[src/logic/sap_pkg.sv]
/*
  Shared constants, configuration carriers and state encodings for the
  stereo audio serial port.
  Assumes a single 250 MHz system clock with a synchronous active-high reset.
*/
`default_nettype none

package sap_pkg;

  ////////////////////////////////////////////////////////////////////////////
  // widths and sizes
  localparam int SAP_PSC_W = 5;
  localparam int SAP_WORD_W = 16;
  // 32 entries of 16 bits give 64 bytes per direction
  localparam int SAP_FIFO_DEPTH = 32;

  ////////////////////////////////////////////////////////////////////////////
  // word lengths and bit-slot counter limits
  localparam logic [4:0] SAP_WL8 = 5'h08;
  localparam logic [4:0] SAP_WL16 = 5'h10;
  localparam logic [4:0] SAP_K_MAX = 5'h1f;
  localparam logic [15:0] SAP_WORD_ZERO = 16'h0000;

  // bit clock ratio codes (multiples of the sample rate)
  localparam logic [1:0] SAP_BFS_16 = 2'h0;
  localparam logic [1:0] SAP_BFS_32 = 2'h1;
  localparam logic [1:0] SAP_BFS_48 = 2'h2;

  // bit clocks per channel slot
  localparam logic [4:0] SAP_SLOT_16FS = 5'h08;
  localparam logic [4:0] SAP_SLOT_32FS = 5'h10;
  localparam logic [4:0] SAP_SLOT_48FS = 5'h18;

  // master clock ticks per half bit clock, for 256fs and 384fs master clocks
  localparam logic [4:0] SAP_HALF_256_16 = 5'h08;
  localparam logic [4:0] SAP_HALF_256_32 = 5'h04;
  localparam logic [4:0] SAP_HALF_384_16 = 5'h0c;
  localparam logic [4:0] SAP_HALF_384_32 = 5'h06;
  localparam logic [4:0] SAP_HALF_384_48 = 5'h04;

  // channel index after reset: right
  localparam logic SAP_CHAN_RST = 1'b1;

  ////////////////////////////////////////////////////////////////////////////
  // carriers
  typedef struct packed {
    logic       slave;
    logic [1:0] xfer;
    logic       lr_high_left;
    logic       msb_just;
    logic       bits16;
    logic       mclk384;
    logic [1:0] bfs;
  } sap_cfg_t;

  typedef struct packed {
    logic enable;
    logic psc_en;
    logic tx_idle;
    logic rx_idle;
    logic tx_dma;
    logic rx_dma;
  } sap_ctl_t;

  typedef enum logic [1:0] {CTL_OFF = 2'b01, CTL_ON = 2'b10} sap_ctl_st_t;
  typedef enum logic [2:0] {CH_IDLE = 3'b001, CH_RUN = 3'b010, CH_PAUSE = 3'b100} sap_ch_st_t;

endpackage

`default_nettype wire

[src/logic/sap_fifo.sv]
/*
  Synchronous FIFO with valid/ready on both sides and registered flags.
  Assumes DEPTH is a power of two; flush empties it in one cycle.
*/
`timescale 1ns/1ps
`default_nettype none

module sap_fifo #(
  parameter int W     = 16,
  parameter int DEPTH = 32
) (
  // clock and reset
  input  wire logic         clk_sys,
  input  wire logic         reset,
  input  wire logic         flush,
  // fill side
  input  wire logic         in_valid,
  input  wire logic [W-1:0] in_data,
  output logic              in_ready,
  // drain side
  output logic              out_valid,
  output logic [W-1:0]      out_data,
  input  wire logic         out_ready
);

  localparam int AW = $clog2(DEPTH);

  logic [W-1:0]  mem [DEPTH];
  logic [AW-1:0] wr_r, wr_nxt, rd_r, rd_nxt;
  logic [AW:0]   cnt_r, cnt_nxt;
  logic          in_ready_nxt, out_valid_nxt, push, pop;

  always_comb
  begin
    push = in_valid & in_ready;
    pop = out_valid & out_ready;
    wr_nxt = wr_r + AW'(push);
    rd_nxt = rd_r + AW'(pop);
    cnt_nxt = cnt_r + (AW+1)'(push) - (AW+1)'(pop);
    if (flush)
    begin
      wr_nxt = '0;
      rd_nxt = '0;
      cnt_nxt = '0;
    end
    in_ready_nxt = cnt_nxt != (AW+1)'(DEPTH);
    out_valid_nxt = cnt_nxt != '0;
  end

  always_ff @(posedge clk_sys)
  begin
    if (reset)
    begin
      wr_r <= '0;
      rd_r <= '0;
      cnt_r <= '0;
      in_ready <= 1'b1;
      out_valid <= 1'b0;
    end
    else
    begin
      wr_r <= wr_nxt;
      rd_r <= rd_nxt;
      cnt_r <= cnt_nxt;
      in_ready <= in_ready_nxt;
      out_valid <= out_valid_nxt;
    end
  end

  always_ff @(posedge clk_sys)
  begin
    if (push)
      mem[wr_r] <= in_data;
  end

  assign out_data = mem[rd_r];

endmodule

`default_nettype wire

[src/logic/sap_prescaler.sv]
/*
  Programmable divide-by-(N+1) prescaler giving a tick and a toggled level.
  Assumes div is held steady while en is high.
*/
`timescale 1ns/1ps
`default_nettype none

module sap_prescaler #(
  parameter int W = 5
) (
  // clock and reset
  input  wire logic         clk_sys,
  input  wire logic         reset,
  // control
  input  wire logic         en,
  input  wire logic [W-1:0] div,
  // outputs
  output logic              tick,
  output logic              level
);

  logic [W-1:0] cnt_r, cnt_nxt;
  logic         tick_nxt, level_nxt;

  always_comb
  begin
    cnt_nxt = cnt_r;
    tick_nxt = 1'b0;
    level_nxt = level;
    if (!en)
    begin
      // bypassed: tick fires on every source clock, level is held low
      cnt_nxt = '0;
      tick_nxt = 1'b1;
      level_nxt = 1'b0;
    end
    else if (cnt_r == div)
    begin
      cnt_nxt = '0;
      tick_nxt = 1'b1;
      level_nxt = ~level;
    end
    else
      cnt_nxt = cnt_r + W'(1);
  end

  always_ff @(posedge clk_sys)
  begin
    if (reset)
    begin
      cnt_r <= '0;
      tick <= 1'b0;
      level <= 1'b0;
    end
    else
    begin
      cnt_r <= cnt_nxt;
      tick <= tick_nxt;
      level <= level_nxt;
    end
  end

endmodule

`default_nettype wire

[src/logic/sap_top.sv]
/*
  Stereo audio serial port: FIFOs, prescalers, bit clock and channel
  sequencing, and the 16-bit sample shift registers towards a CODEC.
  Assumes control ports come from same-clock logic; link pins are async.
*/
`timescale 1ns/1ps
`default_nettype none

// Functional notes
// - two 5-bit prescalers, internal and codec clock
// - separate 64-byte transmit and receive FIFOs
// - master bit clock derived from master clock
// - channel machine plus separate FIFO control machine
// - 16-bit shift registers serialise and assemble words
// - transmit ready flag high when FIFO not empty
// - receive ready flag high when FIFO not full
// - link shifting continues during FIFO accesses
// - DMA requests follow the FIFO ready flags
// - transmit-only, receive-only and simultaneous modes
// - four-wire link; clock owner is master
// - two's complement samples sent MSB first
// - short transmit words padded with low zeros
// - receiver drops extra bits, zero-fills missing
// - standard format: MSB one bit after select
// - data sampled on bit clock rising edge
// - select marks channel; slave samples on rise
// - select change stores word, clears input register
// - 8/16-bit samples, standard and MSB-justified formats
// - MSB-justified: MSB right at select change; slave transmit sends it one bit later
// - prescalers divide by programmed value plus one
// - idle command holds channel select, pausing transfer
// - polarity picks which select level means left
module sap_top (
  // clock and reset
  input  wire logic                         clk_sys,
  input  wire logic                         reset,
  // configuration and control
  input  wire sap_pkg::sap_cfg_t            cfg,
  input  wire sap_pkg::sap_ctl_t            ctl,
  input  wire logic [sap_pkg::SAP_PSC_W-1:0] psc_int_div,
  input  wire logic [sap_pkg::SAP_PSC_W-1:0] psc_codec_div,
  // transmit fifo write side
  input  wire logic                         tx_wr_valid,
  input  wire logic [sap_pkg::SAP_WORD_W-1:0] tx_wr_data,
  output logic                              tx_wr_ready,
  // receive fifo read side
  output logic                              rx_rd_valid,
  output logic [sap_pkg::SAP_WORD_W-1:0]    rx_rd_data,
  input  wire logic                         rx_rd_ready,
  // status
  output logic                              tx_fifo_ready,
  output logic                              rx_fifo_ready,
  output logic                              tx_dma_req,
  output logic                              rx_dma_req,
  output logic                              channel_index,
  // codec link
  output logic                              codec_master_clock,
  input  wire logic                         serial_bit_clock_i,
  output logic                              serial_bit_clock_o,
  output logic                              serial_bit_clock_oe,
  input  wire logic                         channel_select_line_i,
  output logic                              channel_select_line_o,
  output logic                              channel_select_line_oe,
  input  wire logic                         serial_data_in_line,
  output logic                              serial_data_out_line
);

  import sap_pkg::*;

  ////////////////////////////////////////////////////////////////////////////
  // helpers
  function automatic logic [4:0] wlen(input logic b16);
    return b16 ? SAP_WL16 : SAP_WL8;
  endfunction

  // places bit k (0 = MSB) of a word of the selected length
  function automatic logic [15:0] put_bit(input logic [15:0] w, input logic [4:0] k,
                                          input logic b, input logic b16);
    logic [15:0] r;
    r = w;
    if (k < wlen(b16))
      r[4'(wlen(b16) - 5'h01 - k)] = b;
    return r;
  endfunction

  function automatic logic get_bit(input logic [15:0] w, input logic [4:0] k, input logic b16);
    logic r;
    r = 1'b0;
    if (k < wlen(b16))
      r = w[4'(wlen(b16) - 5'h01 - k)];
    return r;
  endfunction

  function automatic logic [4:0] sat_inc(input logic [4:0] k);
    return (k == SAP_K_MAX) ? k : k + 5'h01;
  endfunction

  function automatic logic [4:0] half_limit(input logic m384, input logic [1:0] bfs);
    logic [4:0] r;
    case ({m384, bfs})
      {1'b0, SAP_BFS_16}: r = SAP_HALF_256_16;
      {1'b1, SAP_BFS_16}: r = SAP_HALF_384_16;
      {1'b1, SAP_BFS_32}: r = SAP_HALF_384_32;
      {1'b1, SAP_BFS_48}: r = SAP_HALF_384_48;
      default:            r = SAP_HALF_256_32;
    endcase
    return r;
  endfunction

  // 48fs is not reachable from 256fs, so that pairing falls back to 32fs
  function automatic logic [4:0] slot_limit(input logic m384, input logic [1:0] bfs);
    logic [4:0] r;
    if (bfs == SAP_BFS_16)
      r = SAP_SLOT_16FS;
    else if (bfs == SAP_BFS_32 || !m384)
      r = SAP_SLOT_32FS;
    else
      r = SAP_SLOT_48FS;
    return r;
  endfunction

  ////////////////////////////////////////////////////////////////////////////
  // pin synchronisers
  logic bclk_s1_r, bclk_s2_r, bclk_s3_r, lr_s1_r, lr_s2_r, sdi_s1_r, sdi_s2_r;

  always_ff @(posedge clk_sys)
  begin
    if (reset)
    begin
      bclk_s1_r <= 1'b0;
      bclk_s2_r <= 1'b0;
      bclk_s3_r <= 1'b0;
      lr_s1_r <= 1'b0;
      lr_s2_r <= 1'b0;
      sdi_s1_r <= 1'b0;
      sdi_s2_r <= 1'b0;
    end
    else
    begin
      bclk_s1_r <= serial_bit_clock_i;
      bclk_s2_r <= bclk_s1_r;
      bclk_s3_r <= bclk_s2_r;
      lr_s1_r <= channel_select_line_i;
      lr_s2_r <= lr_s1_r;
      sdi_s1_r <= serial_data_in_line;
      sdi_s2_r <= sdi_s1_r;
    end
  end

  ////////////////////////////////////////////////////////////////////////////
  // control machine (fifo access) and channel machine
  sap_ctl_st_t ctl_st_r, ctl_st_nxt;
  sap_ch_st_t  ch_st_r, ch_st_nxt;
  logic        on, run, tx_on, rx_on, tx_act, rx_act, pause;

  assign tx_on = cfg.xfer[1];
  assign rx_on = cfg.xfer[0];
  assign pause = (tx_on & ctl.tx_idle) | (rx_on & ctl.rx_idle);
  assign on = ctl_st_r == CTL_ON;
  assign run = ch_st_r == CH_RUN;
  assign tx_act = run & tx_on;
  assign rx_act = run & rx_on;

  always_comb
  begin
    case (ctl_st_r)
      CTL_OFF: ctl_st_nxt = ctl.enable ? CTL_ON : CTL_OFF;
      CTL_ON:  ctl_st_nxt = ctl.enable ? CTL_ON : CTL_OFF;
      default: ctl_st_nxt = CTL_OFF;
    endcase
    case (ch_st_r)
      CH_IDLE:  ch_st_nxt = on ? CH_RUN : CH_IDLE;
      CH_RUN:   ch_st_nxt = !on ? CH_IDLE : (pause ? CH_PAUSE : CH_RUN);
      CH_PAUSE: ch_st_nxt = !on ? CH_IDLE : (pause ? CH_PAUSE : CH_RUN);
      default:  ch_st_nxt = CH_IDLE;
    endcase
  end

  always_ff @(posedge clk_sys)
  begin
    if (reset)
    begin
      ctl_st_r <= CTL_OFF;
      ch_st_r <= CH_IDLE;
    end
    else
    begin
      ctl_st_r <= ctl_st_nxt;
      ch_st_r <= ch_st_nxt;
    end
  end

  ////////////////////////////////////////////////////////////////////////////
  // prescalers and fifos
  logic                  mclk_tick;
  logic                  txf_valid, txf_pop, rxf_ready;
  logic [SAP_WORD_W-1:0] txf_data;
  logic                  rx_push_r, rx_push_nxt;
  logic [15:0]           rx_word_r, rx_word_nxt;

  sap_prescaler #(.W(SAP_PSC_W)) u_psc_int (
    .clk_sys (clk_sys),
    .reset   (reset),
    .en      (ctl.psc_en),
    .div     (psc_int_div),
    .tick    (mclk_tick),
    .level   ()
  );

  sap_prescaler #(.W(SAP_PSC_W)) u_psc_codec (
    .clk_sys (clk_sys),
    .reset   (reset),
    .en      (ctl.psc_en),
    .div     (psc_codec_div),
    .tick    (),
    .level   (codec_master_clock)
  );

  // fifos are flushed while the port is off, so they restart empty
  sap_fifo #(.W(SAP_WORD_W), .DEPTH(SAP_FIFO_DEPTH)) u_tx_fifo (
    .clk_sys   (clk_sys),
    .reset     (reset),
    .flush     (!on),
    .in_valid  (tx_wr_valid & on),
    .in_data   (tx_wr_data),
    .in_ready  (tx_wr_ready),
    .out_valid (txf_valid),
    .out_data  (txf_data),
    .out_ready (txf_pop)
  );

  // a full receive fifo drops the word; the link is never stalled
  sap_fifo #(.W(SAP_WORD_W), .DEPTH(SAP_FIFO_DEPTH)) u_rx_fifo (
    .clk_sys   (clk_sys),
    .reset     (reset),
    .flush     (!on),
    .in_valid  (rx_push_r),
    .in_data   (rx_word_r),
    .in_ready  (rxf_ready),
    .out_valid (rx_rd_valid),
    .out_data  (rx_rd_data),
    .out_ready (rx_rd_ready)
  );

  ////////////////////////////////////////////////////////////////////////////
  // master bit clock generator and channel sequencer
  logic [4:0] half_r, half_nxt, bit_r, bit_nxt;
  logic       bclk_r, bclk_nxt, lr_r, lr_nxt, rise_m, fall_m;

  always_comb
  begin
    half_nxt = half_r;
    bclk_nxt = bclk_r;
    bit_nxt = bit_r;
    lr_nxt = lr_r;
    rise_m = 1'b0;
    fall_m = 1'b0;
    if (!on || cfg.slave)
    begin
      half_nxt = '0;
      bclk_nxt = 1'b0;
      bit_nxt = '0;
      lr_nxt = SAP_CHAN_RST;
    end
    else if (run && mclk_tick)
    begin
      if (half_r == half_limit(cfg.mclk384, cfg.bfs) - 5'h01)
      begin
        half_nxt = '0;
        bclk_nxt = ~bclk_r;
        rise_m = ~bclk_r;
        fall_m = bclk_r;
        if (bclk_r)
        begin
          // select changes on a falling edge at the end of each slot
          if (bit_r == slot_limit(cfg.mclk384, cfg.bfs) - 5'h01)
          begin
            bit_nxt = '0;
            lr_nxt = ~lr_r;
          end
          else
            bit_nxt = bit_r + 5'h01;
        end
      end
      else
        half_nxt = half_r + 5'h01;
    end
  end

  always_ff @(posedge clk_sys)
  begin
    if (reset)
    begin
      half_r <= '0;
      bclk_r <= 1'b0;
      bit_r <= '0;
      lr_r <= SAP_CHAN_RST;
    end
    else
    begin
      half_r <= half_nxt;
      bclk_r <= bclk_nxt;
      bit_r <= bit_nxt;
      lr_r <= lr_nxt;
    end
  end

  // common edge events; internal select is 0 for left, 1 for right
  logic rise_ev, fall_ev, lr_rx, lr_tx;
  logic rx_lr_r, rx_lr_nxt;

  assign rise_ev = cfg.slave ? (on & bclk_s2_r & ~bclk_s3_r) : rise_m;
  assign fall_ev = cfg.slave ? (on & ~bclk_s2_r & bclk_s3_r) : fall_m;
  assign lr_rx = cfg.slave ? (lr_s2_r ^ cfg.lr_high_left) : lr_r;
  assign lr_tx = cfg.slave ? rx_lr_r : lr_nxt;

  ////////////////////////////////////////////////////////////////////////////
  // receive shift register
  logic [15:0] rx_sh_r, rx_sh_nxt;
  logic [4:0]  rx_k_r, rx_k_nxt;
  logic        rx_arm_r, rx_arm_nxt, rx_chg;

  always_comb
  begin
    rx_lr_nxt = rx_lr_r;
    rx_sh_nxt = rx_sh_r;
    rx_k_nxt = rx_k_r;
    rx_arm_nxt = rx_arm_r;
    rx_push_nxt = 1'b0;
    rx_word_nxt = rx_word_r;
    rx_chg = 1'b0;
    if (!on)
    begin
      rx_sh_nxt = '0;
      rx_k_nxt = '0;
      rx_arm_nxt = 1'b0;
    end
    else if (rise_ev)
    begin
      rx_lr_nxt = lr_rx;
      rx_chg = lr_rx != rx_lr_r;
      if (rx_chg && !cfg.msb_just)
      begin
        // standard format: the bit at the change is the old word's last
        rx_word_nxt = put_bit(rx_sh_r, rx_k_r, sdi_s2_r, cfg.bits16);
        rx_push_nxt = rx_arm_r & rx_act;
        rx_sh_nxt = '0;
        rx_k_nxt = '0;
        rx_arm_nxt = 1'b1;
      end
      else if (rx_chg)
      begin
        rx_word_nxt = rx_sh_r;
        rx_push_nxt = rx_arm_r & rx_act;
        rx_sh_nxt = put_bit(SAP_WORD_ZERO, 5'h00, sdi_s2_r, cfg.bits16);
        rx_k_nxt = 5'h01;
        rx_arm_nxt = 1'b1;
      end
      else
      begin
        // bits past the word length are ignored, missing ones stay zero
        rx_sh_nxt = put_bit(rx_sh_r, rx_k_r, sdi_s2_r, cfg.bits16);
        rx_k_nxt = sat_inc(rx_k_r);
      end
    end
  end

  always_ff @(posedge clk_sys)
  begin
    if (reset)
    begin
      rx_lr_r <= SAP_CHAN_RST;
      rx_sh_r <= '0;
      rx_k_r <= '0;
      rx_arm_r <= 1'b0;
      rx_push_r <= 1'b0;
      rx_word_r <= '0;
    end
    else
    begin
      rx_lr_r <= rx_lr_nxt;
      rx_sh_r <= rx_sh_nxt;
      rx_k_r <= rx_k_nxt;
      rx_arm_r <= rx_arm_nxt;
      rx_push_r <= rx_push_nxt;
      rx_word_r <= rx_word_nxt;
    end
  end

  ////////////////////////////////////////////////////////////////////////////
  // transmit shift register
  logic [15:0] tx_word_r, tx_word_nxt;
  logic [4:0]  tx_k_r, tx_k_nxt;
  logic        tx_lr_r, tx_lr_nxt, sdo_nxt, tx_chg;

  always_comb
  begin
    tx_lr_nxt = tx_lr_r;
    tx_k_nxt = tx_k_r;
    tx_word_nxt = tx_word_r;
    sdo_nxt = serial_data_out_line;
    txf_pop = 1'b0;
    tx_chg = 1'b0;
    if (!on)
    begin
      tx_lr_nxt = SAP_CHAN_RST;
      tx_k_nxt = '0;
      tx_word_nxt = '0;
      sdo_nxt = 1'b0;
    end
    else if (fall_ev)
    begin
      tx_chg = lr_tx != tx_lr_r;
      tx_lr_nxt = lr_tx;
      tx_k_nxt = tx_chg ? 5'h00 : sat_inc(tx_k_r);
      if (tx_chg)
      begin
        // an empty fifo or a paused direction sends silence
        txf_pop = tx_act & txf_valid;
        tx_word_nxt = txf_pop ? txf_data : SAP_WORD_ZERO;
      end
      // standard master format lags one bit behind the select change
      if (cfg.msb_just || cfg.slave)
        sdo_nxt = tx_act & get_bit(tx_word_nxt, tx_k_nxt, cfg.bits16);
      else
        sdo_nxt = tx_act & get_bit(tx_word_r, tx_k_r, cfg.bits16);
    end
  end

  always_ff @(posedge clk_sys)
  begin
    if (reset)
    begin
      tx_lr_r <= SAP_CHAN_RST;
      tx_k_r <= '0;
      tx_word_r <= '0;
      serial_data_out_line <= 1'b0;
    end
    else
    begin
      tx_lr_r <= tx_lr_nxt;
      tx_k_r <= tx_k_nxt;
      tx_word_r <= tx_word_nxt;
      serial_data_out_line <= sdo_nxt;
    end
  end

  ////////////////////////////////////////////////////////////////////////////
  // status and pin drivers
  logic tx_dma_nxt, rx_dma_nxt, chan_nxt, lr_pin_nxt, drv_nxt;

  always_comb
  begin
    tx_dma_nxt = on & ctl.tx_dma & txf_valid;
    rx_dma_nxt = on & ctl.rx_dma & rxf_ready;
    chan_nxt = rise_ev ? lr_rx : channel_index;
    lr_pin_nxt = lr_nxt ^ cfg.lr_high_left;
    drv_nxt = on & ~cfg.slave;
  end

  always_ff @(posedge clk_sys)
  begin
    if (reset)
    begin
      tx_fifo_ready <= 1'b0;
      rx_fifo_ready <= 1'b0;
      tx_dma_req <= 1'b0;
      rx_dma_req <= 1'b0;
      channel_index <= SAP_CHAN_RST;
      channel_select_line_o <= 1'b0;
      serial_bit_clock_oe <= 1'b0;
      channel_select_line_oe <= 1'b0;
    end
    else
    begin
      tx_fifo_ready <= txf_valid;
      rx_fifo_ready <= rxf_ready;
      tx_dma_req <= tx_dma_nxt;
      rx_dma_req <= rx_dma_nxt;
      channel_index <= chan_nxt;
      channel_select_line_o <= lr_pin_nxt;
      serial_bit_clock_oe <= drv_nxt;
      channel_select_line_oe <= drv_nxt;
    end
  end

  assign serial_bit_clock_o = bclk_r;

endmodule

`default_nettype wire

[config.mk]
export PLATFORM = sky130hd
export DESIGN_NAME = sap_top
export DESIGN_NICKNAME = d
export VERILOG_FILES = /design/src/logic/sap_pkg.sv /design/src/logic/sap_fifo.sv /design/src/logic/sap_prescaler.sv /design/src/logic/sap_top.sv
export SDC_FILE = /design/constraint.sdc
export NUM_CORES = 1
export LEC_CHECK = 0
export ABC_AREA = 1
export BUFFER_PORTS_ARGS = -buffer_cell sky130_fd_sc_hd__buf_2
export CAP_MARGIN = 40
export CORE_MARGIN = 1
export CORE_UTILIZATION = 36
export CTS_CLUSTER_DIAMETER = 100
export DETAILED_ROUTE_END_ITERATION = 8
export SYNTH_ARGS = -nofsm -noshare
export SYNTH_HDL_FRONTEND = slang
export SYNTH_HIERARCHICAL = 1
export SYNTH_SLANG_ARGS = --single-unit
[constraint.sdc]
create_clock -name clk_sys -period 5.1 [get_ports clk_sys]
set_clock_uncertainty 0.1 [all_clocks]
set_input_delay 1.02 -clock clk_sys [delete_from_list [all_inputs] [get_ports clk_sys]]
set_output_delay 1.02 -clock clk_sys [all_outputs]
set_load 0.01 [all_outputs]
==> results of run 1 <==
==> power by group through the flow <==
stage	combinational [mW]	clock [mW]	sequential, mW
finish	0.171	8.76	10.3
global placement	0.170	0	10.5
CTS	0.175	8.97	10.3
floorplan	0.0540	0	10.5
global route	0.190	9.30	10.3
detailed placement	0.174	0	10.5
==> final timing paths <==
path	startpoint	to	slack, ps	depth (start not counted)
worst max-delay path	u_rx_fifo/rd_r[1]	rx_rd_data[3]	750	9
worst min-delay path	bclk_s1_r	bclk_s2_r	300	2
worst max register to register	ch_st_r[1]	u_tx_fifo/in_ready	1450	25
worst min register to register	bclk_s1_r	bclk_s2_r	300	2
==> cell type report <==
cell class                 count  area [µm²]
tap                         1876        2347
sequential                  1166       33610
multi-input combinational   2941       13200
antenna                        1       2.502
fill                       13288       82420
clock inverter                67       744.5
clock buffer                 158        3207
timing repair buffer         201        1516
inverter                     703        2654
==> layout by cell type, fill, tap and decap left out, types with 76 or more instances in the layout <==
cell                        instances
sky130_fd_sc_hd__nand2_1         1574
sky130_fd_sc_hd__nor2_1           240
sky130_fd_sc_hd__a21oi_1          127
sky130_fd_sc_hd__edfxtp_1        1024
sky130_fd_sc_hd__inv_1            683
sky130_fd_sc_hd__clkbuf_16        121
sky130_fd_sc_hd__nand3_1          698
sky130_fd_sc_hd__o21ai_0           80
sky130_fd_sc_hd__buf_2             76
sky130_fd_sc_hd__buf_4            107
sky130_fd_sc_hd__dfxtp_1          137
==> flip-flops by register name, indices dropped and copies added, names as in the netlist, 2 cells and up <==
register	flops
rx_sh_r	16
tx_word_r	16
rx_k_r	5
half_r	5
u_tx_fifo/mem	512
u_tx_fifo/cnt_r	6
u_rx_fifo/mem	512
u_rx_fifo/cnt_r	6
u_tx_fifo/wr_r	5
u_psc_codec/cnt_r	5
u_rx_fifo/wr_r	5
ch_st_r	3
u_psc_int/cnt_r	5
rx_word_r	16
bit_r	5
ctl_st_r	2
u_tx_fifo/rd_r	5
u_rx_fifo/rd_r	5
tx_k_r	5
==> critical path: stages, from the launching register on <==
cell and delay (ps):
sky130_fd_sc_hd__dfxtp_4 540, sky130_fd_sc_hd__inv_4 570, sky130_fd_sc_hd__buf_4 460, sky130_fd_sc_hd__o211ai_1 140
sky130_fd_sc_hd__nand3_1 100, sky130_fd_sc_hd__nand3_1 80, sky130_fd_sc_hd__nand2_1 190, sky130_fd_sc_hd__nand2_1 90
sky130_fd_sc_hd__inv_1 90, sky130_fd_sc_hd__buf_2 140
==> per-layer routing <==
metal  GRT usage  vias to the layer above  routed length, µm
met5           0                        -                  0
met4     0.05852                        0               3689
met3     0.02768                      185               7208
met2      0.2850                      974              58710
met1      0.2301                    16380              53850
li1            -                    16783                  -
==> key figures, run 1 <==
Detailed routing
  • Remaining antenna violation count after routing: 0
  • DR vias: 34322
  • Count of TritonRoute iterations in the first routing pass: 6
  • Via density: 4.825
  • Total DRC errors in the routed layout: 0
  • WL final: roughly 120000 µm
  • Detailed Route Iter0 Violations: roughly 2700
  • Routed WL per cell: ~17 µm

Global routing
  • Vias in the first global route: 32501
  • Largest net degree at the start of global routing: 146
  • First-pass GRT wire length: 190100 µm
  • Initial antenna violation count: 0
  • Overflow left after global routing: 0
  • Total Routing Usage GR: 0.1727

Pwr
  • Logic gate share of total power: 0.009
  • Static leakage: 22.99 nW
  • Portion of total power attributed to the clock network: 0.455
  • Switching part of the total: 0.2005
  • Share of power burned in registers: 0.536
  • PD cells: 335.9 mW/mm²
  • Max IR drop VDD: 0.3676 mV
  • Cell internal pwr: 15.38 mW
  • Psw: 3.857 mW
  • Overall power consumption: 19.24 mW

Logic synthesis
  • Syn Area/Cell: 10.07 µm²
  • Net count after synthesis: 5124
  • Synth Instances: 5041
  • Post-synthesis instance area: 0.05076 mm²
  • YS warnings: 6

Timing
  • Worst relative slew slack: 0.4320
  • Number of hold violations in the final report: 0
  • Post-route minimum period: roughly 4400 ps
  • Setup TNS Final: 0 ps
  • Worst hold margin: approximately 300 ps
  • Final Max Tran Viols: 0
  • RSZ-0062 raised after global routing: false
  • Peak clock frequency supported by timing: 0.2298 GHz
  • Portion of the clock cycle consumed by the worst path in the final layout: 0.8534
  • Transition time of the tightest slew-check pin: 850.7 ps
  • Setup violation total in the final timing report: 0
  • Setup slack of the critical path after layout: 747.9 ps

Final layout
  • Synth-to-layout area growth: 12.85%
  • Util after Layout: 0.4100
  • Net count reported at finish: around 5200
  • Post-route cell area: 0.05728 mm²
  • Final instance count without filler cells: 7113
  • Fraction of layout instances using a drive strength above 1: 0.08155

Worst setup path
  • Crit path required time: about 4000 ps
  • Maximum fanout count along the critical path: between 40 and 50
  • Nature of the critical path endpoint: primary output
  • Data arrival, critical path: 3230 ps
  • Nature of the critical path startpoint: register
  • Worst setup path class: register to primary output

Place
  • Post-DP HPWL: 71520 µm
  • DP Worst Slack: 619.6 ps
  • GP Congestion: 0.8348
  • Number of input and output port buffers inserted: 76
  • Total instance count after detailed placement: 6887
  • Post-Place Cell Area: 0.05333 mm²

Clock tree
  • Post-CTS setup buffer count: 0
  • Resized cells post-CTS: 0
  • Clock latency on the worst-skew pair: between 700 and 800 ps
  • Post-CTS Hold Fix Bufs: 0
  • Maximum number of buffers from clock root to sink: 3
  • CTS Sinks: 1166
  • TritonCTS buffer count: around 120
  • CTS tree: yes
  • Clock root buffer: sky130_fd_sc_hd__clkbuf_16
  • Maximum level of the CTS H-tree: 3
  • Clock Pin Slew Worst Setup and Hold Paths: 60 ps

Die
  • Effective utilization at floorplan: 0.3633
  • Standard-cell rows: 137
  • Die area: 0.1425 mm²
  • DIE WIDTH: 377.5 µm
  • Overall die height: approximately 380 µm
  • IO Count: slightly below 80
  • Total core area: 0.1397 mm²

Run
  • Max-cap check violation count: 0

Min path
  • Min-delay worst type: register to register

Status
  • Outcome: finished clean
Power figures use the tool's default switching activity.
==> run 2: changes to the inputs <==
==> constraint.sdc (replaced) <==
create_clock -name clk_sys -period 5.6 [get_ports clk_sys]
set_clock_uncertainty 0.1 [all_clocks]
set_input_delay 1.12 -clock clk_sys [delete_from_list [all_inputs] [get_ports clk_sys]]
set_output_delay 1.12 -clock clk_sys [all_outputs]
set_load 0.01 [all_outputs]
==> run 2 against run 1 <==
  * Flip-flop and latch count stayed put
  * First-iteration DRC count is 8.4% higher
  * Highest routed layer unchanged
  * Register-to-register slack better by 380 ps
  * Worst setup slack better by 140 ps
  * Wire length is 1.1% higher
  * Sequential share of layout area hardly changed
  * Die area stayed put
  * Final cell count is 0.11% higher
  * Count of clock-buffer cells in the layout is 5 higher
  * Worst hold slack hardly changed
  * Design area hardly changed
  * Critical path type unchanged
  * Global-route usage is 0.26 points higher
==> key figures, run 2 (same netlist as run 1, synthesis figures left out) <==
Final layout
  • Commonest cells after routing, fill and taps aside: 1574 x sky130_fd_sc_hd__nand2_1, 1024 x sky130_fd_sc_hd__edfxtp_1, 698 x sky130_fd_sc_hd__nand3_1
  • Most common cell after layout, fill and taps aside: sky130_fd_sc_hd__nand2_1
  • Synth-to-layout area growth: 12.89% (about the same)
  • Fraction of layout instances using a drive strength above 1: 0.08163 (+0.00008185)
  • Final instance count without filler cells: 7121 (+0.11%)
  • Net count reported at finish: 5222 (+0.096%)
  • Util after Layout: 0.4102 (about the same)
  • Registers with the highest flip-flop counts: u_rx_fifo/mem (512), u_tx_fifo/mem (512)

Timing
  • Peak clock frequency supported by timing: 0.2124 GHz
  • Transition time of the tightest slew-check pin: 1013 ps (+162.2 ps)
  • Setup violation total in the final timing report: 0 (unchanged)
  • Final Max Tran Viols: 0 (unchanged)
  • Post-route minimum period: around 4700 ps
  • Setup TNS Final: 0 ps (unchanged)
  • Number of hold violations in the final report: 0 (unchanged)
  • RSZ-0062 raised after global routing: false
  • Worst relative slew slack: 0.3224 (-0.1096)
  • Portion of the clock cycle consumed by the worst path in the final layout: 0.8408
  • Setup slack of the critical path after layout: 891.4 ps (+143.6 ps)

Clock tree
  • CTS tree: yes
  • Post-CTS setup buffer count: 0 (unchanged)
  • CTS Sinks: 1166 (unchanged)
  • TritonCTS buffer count: 130 (+7.4%)
  • Maximum number of buffers from clock root to sink: 3 (unchanged)
  • Maximum level of the CTS H-tree: 4 (+1)
  • Post-CTS Hold Fix Bufs: 0 (unchanged)
  • Resized cells post-CTS: 0 (unchanged)
  • Clock root buffer: sky130_fd_sc_hd__clkbuf_16
  • Clock latency on the worst-skew pair: 760 ps (about the same)
  • Clock Pin Slew Worst Setup and Hold Paths: 60 ps (about the same)

Detailed routing
  • Via density: 4.823 (about the same)
  • DR vias: 34345 (+0.067%)
  • Total DRC errors in the routed layout: 0 (unchanged)
  • WL final: 124900 µm (+1.1%)
  • Routed WL per cell: 17.54 µm (+1.0%)
  • Count of TritonRoute iterations in the first routing pass: 6 (unchanged)
  • Remaining antenna violation count after routing: 0 (unchanged)
  • Detailed Route Iter0 Violations: 2962 (+8.4%)

Worst setup path
  • Nature of the critical path startpoint: register
  • Nature of the critical path endpoint: primary output
  • Cell depth of the worst flop-to-flop path: 21 (-16%)
  • Data arrival, critical path: 3490 ps (+260 ps)
  • Cell family contributing the most delay on the critical path: buffers and inverters
  • Most numerous cell on the critical path: sky130_fd_sc_hd__nand2_1
  • Maximum single-stage delay on the critical path: 700 ps (+130 ps)
  • Worst setup path class: register to primary output
  • Crit path required time: 4380 ps (+400 ps)
  • Maximum fanout count along the critical path: 73 (+52%)
  • Bufs and invs on worst path: 4 (unchanged)
  • Library cell contributing the largest single delay on the critical path: sky130_fd_sc_hd__buf_4
  • Cell depth of the worst setup path: 11 (+2)
  • CP Cell Sequence: buf_4, buf_4, nand2_1, nand2_1, nand2_1, nand3_1, nand3_1, nand2_1, nand2_1, inv_1, buf_2
  • Flop-to-flop setup slack: 1830 ps (+380 ps)

Pwr
  • PD cells: 307.2 mW/mm² (-8.5%)
  • Static leakage: 23.00 nW (about the same)
  • Max IR drop VDD: 0.2866 mV (-22%)

Global routing
  • Largest net degree at the start of global routing: 138 (-5.5%)
  • First-pass GRT wire length: 192500 µm (+1.2%)
  • Overflow left after global routing: 0 (unchanged)
  • Vias in the first global route: 32546 (+0.14%)
  • Initial antenna violation count: 0 (unchanged)
  • Total Routing Usage GR: 0.1753 (+0.002612)

Min path
  • Hold Path Cell Cnt: 2 (unchanged)
  • Min-delay worst type: register to register

Place
  • Total instance count after detailed placement: 6883 (-0.058%)
  • DP Worst Slack: 925.9 ps (+306.3 ps)
  • GP Congestion: 0.8494 (+1.7%)
  • Number of input and output port buffers inserted: 76 (unchanged)
  • Post-DP HPWL: 71000 µm (-0.73%)

Die
  • IO Count: 77 (unchanged)
  • Die area: 0.1425 mm² (unchanged)
  • Effective utilization at floorplan: 0.3633 (unchanged)
  • Standard-cell rows: 137 (unchanged)
  • Total core area: 0.1397 mm² (unchanged)
  • Overall die height: 377.5 µm (unchanged)
  • DIE WIDTH: 377.5 µm (unchanged)

Status
  • Outcome: finished clean

Run
  • Max-cap check violation count: 0 (unchanged)
## run 2: worst register-to-register path, stage by stage, from the launching register on
cell	delay, ps
sky130_fd_sc_hd__dfxtp_1	290
sky130_fd_sc_hd__inv_1	50
sky130_fd_sc_hd__ha_1	210
sky130_fd_sc_hd__inv_1	240
sky130_fd_sc_hd__nor2_1	390
sky130_fd_sc_hd__nand3_4	160
sky130_fd_sc_hd__nand2_4	110
sky130_fd_sc_hd__nand2_4	60
sky130_fd_sc_hd__nand2_4	270
sky130_fd_sc_hd__nor3_1	120
sky130_fd_sc_hd__nand2_1	140
sky130_fd_sc_hd__inv_1	80
sky130_fd_sc_hd__nand2_1	120
sky130_fd_sc_hd__nand2_1	70
sky130_fd_sc_hd__ha_1	220
sky130_fd_sc_hd__fa_1	450
sky130_fd_sc_hd__nand3_1	120
sky130_fd_sc_hd__nand4_1	100
sky130_fd_sc_hd__nand3_1	130
sky130_fd_sc_hd__nand3_1	110
sky130_fd_sc_hd__inv_1	70
sky130_fd_sc_hd__nand2_1	40
## run 2: where the power goes
group | total [mW] | switching [mW] | internal [mW]
combinational | 0.153 | 0.122 | 0.0306
sequential | 9.39 | 0.00517 | 9.38
clock | 8.06 | 3.53 | 4.53
total | 17.6 | 3.65 | 13.9
## run 2: per-layer routing
metal  share of wire  track usage  up-vias
li1                -            -    16794
met5               0            0        -
met3           0.051      0.02481      191
met2            0.48       0.2899      820
met1            0.44       0.2346    16540
met4           0.028      0.06128        0
## run 2: cell type report
class | count | area, µm²
antenna | 2 | 5.005
clock buffer | 163 | 3428
clock inverter | 73 | 601.8
fill | 13263 | 82400
inverter | 703 | 2654
multi-input combinational | 2941 | 13190
sequential | 1166 | 33610
tap | 1876 | 2347
timing repair buffer | 197 | 1465
## run 2: path summary, 6_finish.rpt
check	startpoint	to
setup / recovery	u_rx_fifo/rd_r[0]	rx_rd_data[9]
hold / removal	bclk_s1_r	bclk_s2_r
setup reg to reg	ctl_st_r[0]	u_tx_fifo/in_ready
hold reg to reg	bclk_s1_r	bclk_s2_r
## run 2: stage by stage
stage	hold slack [ps]	power [mW]	instance area [µm²]
floorplan	288.3	9.623	50760
global placement	296.7	9.724	53100
detailed placement	298.3	9.728	53270
CTS	305.4	17.78	57300
global route	319.0	18.12	57300
finish	301.8	17.60	57300
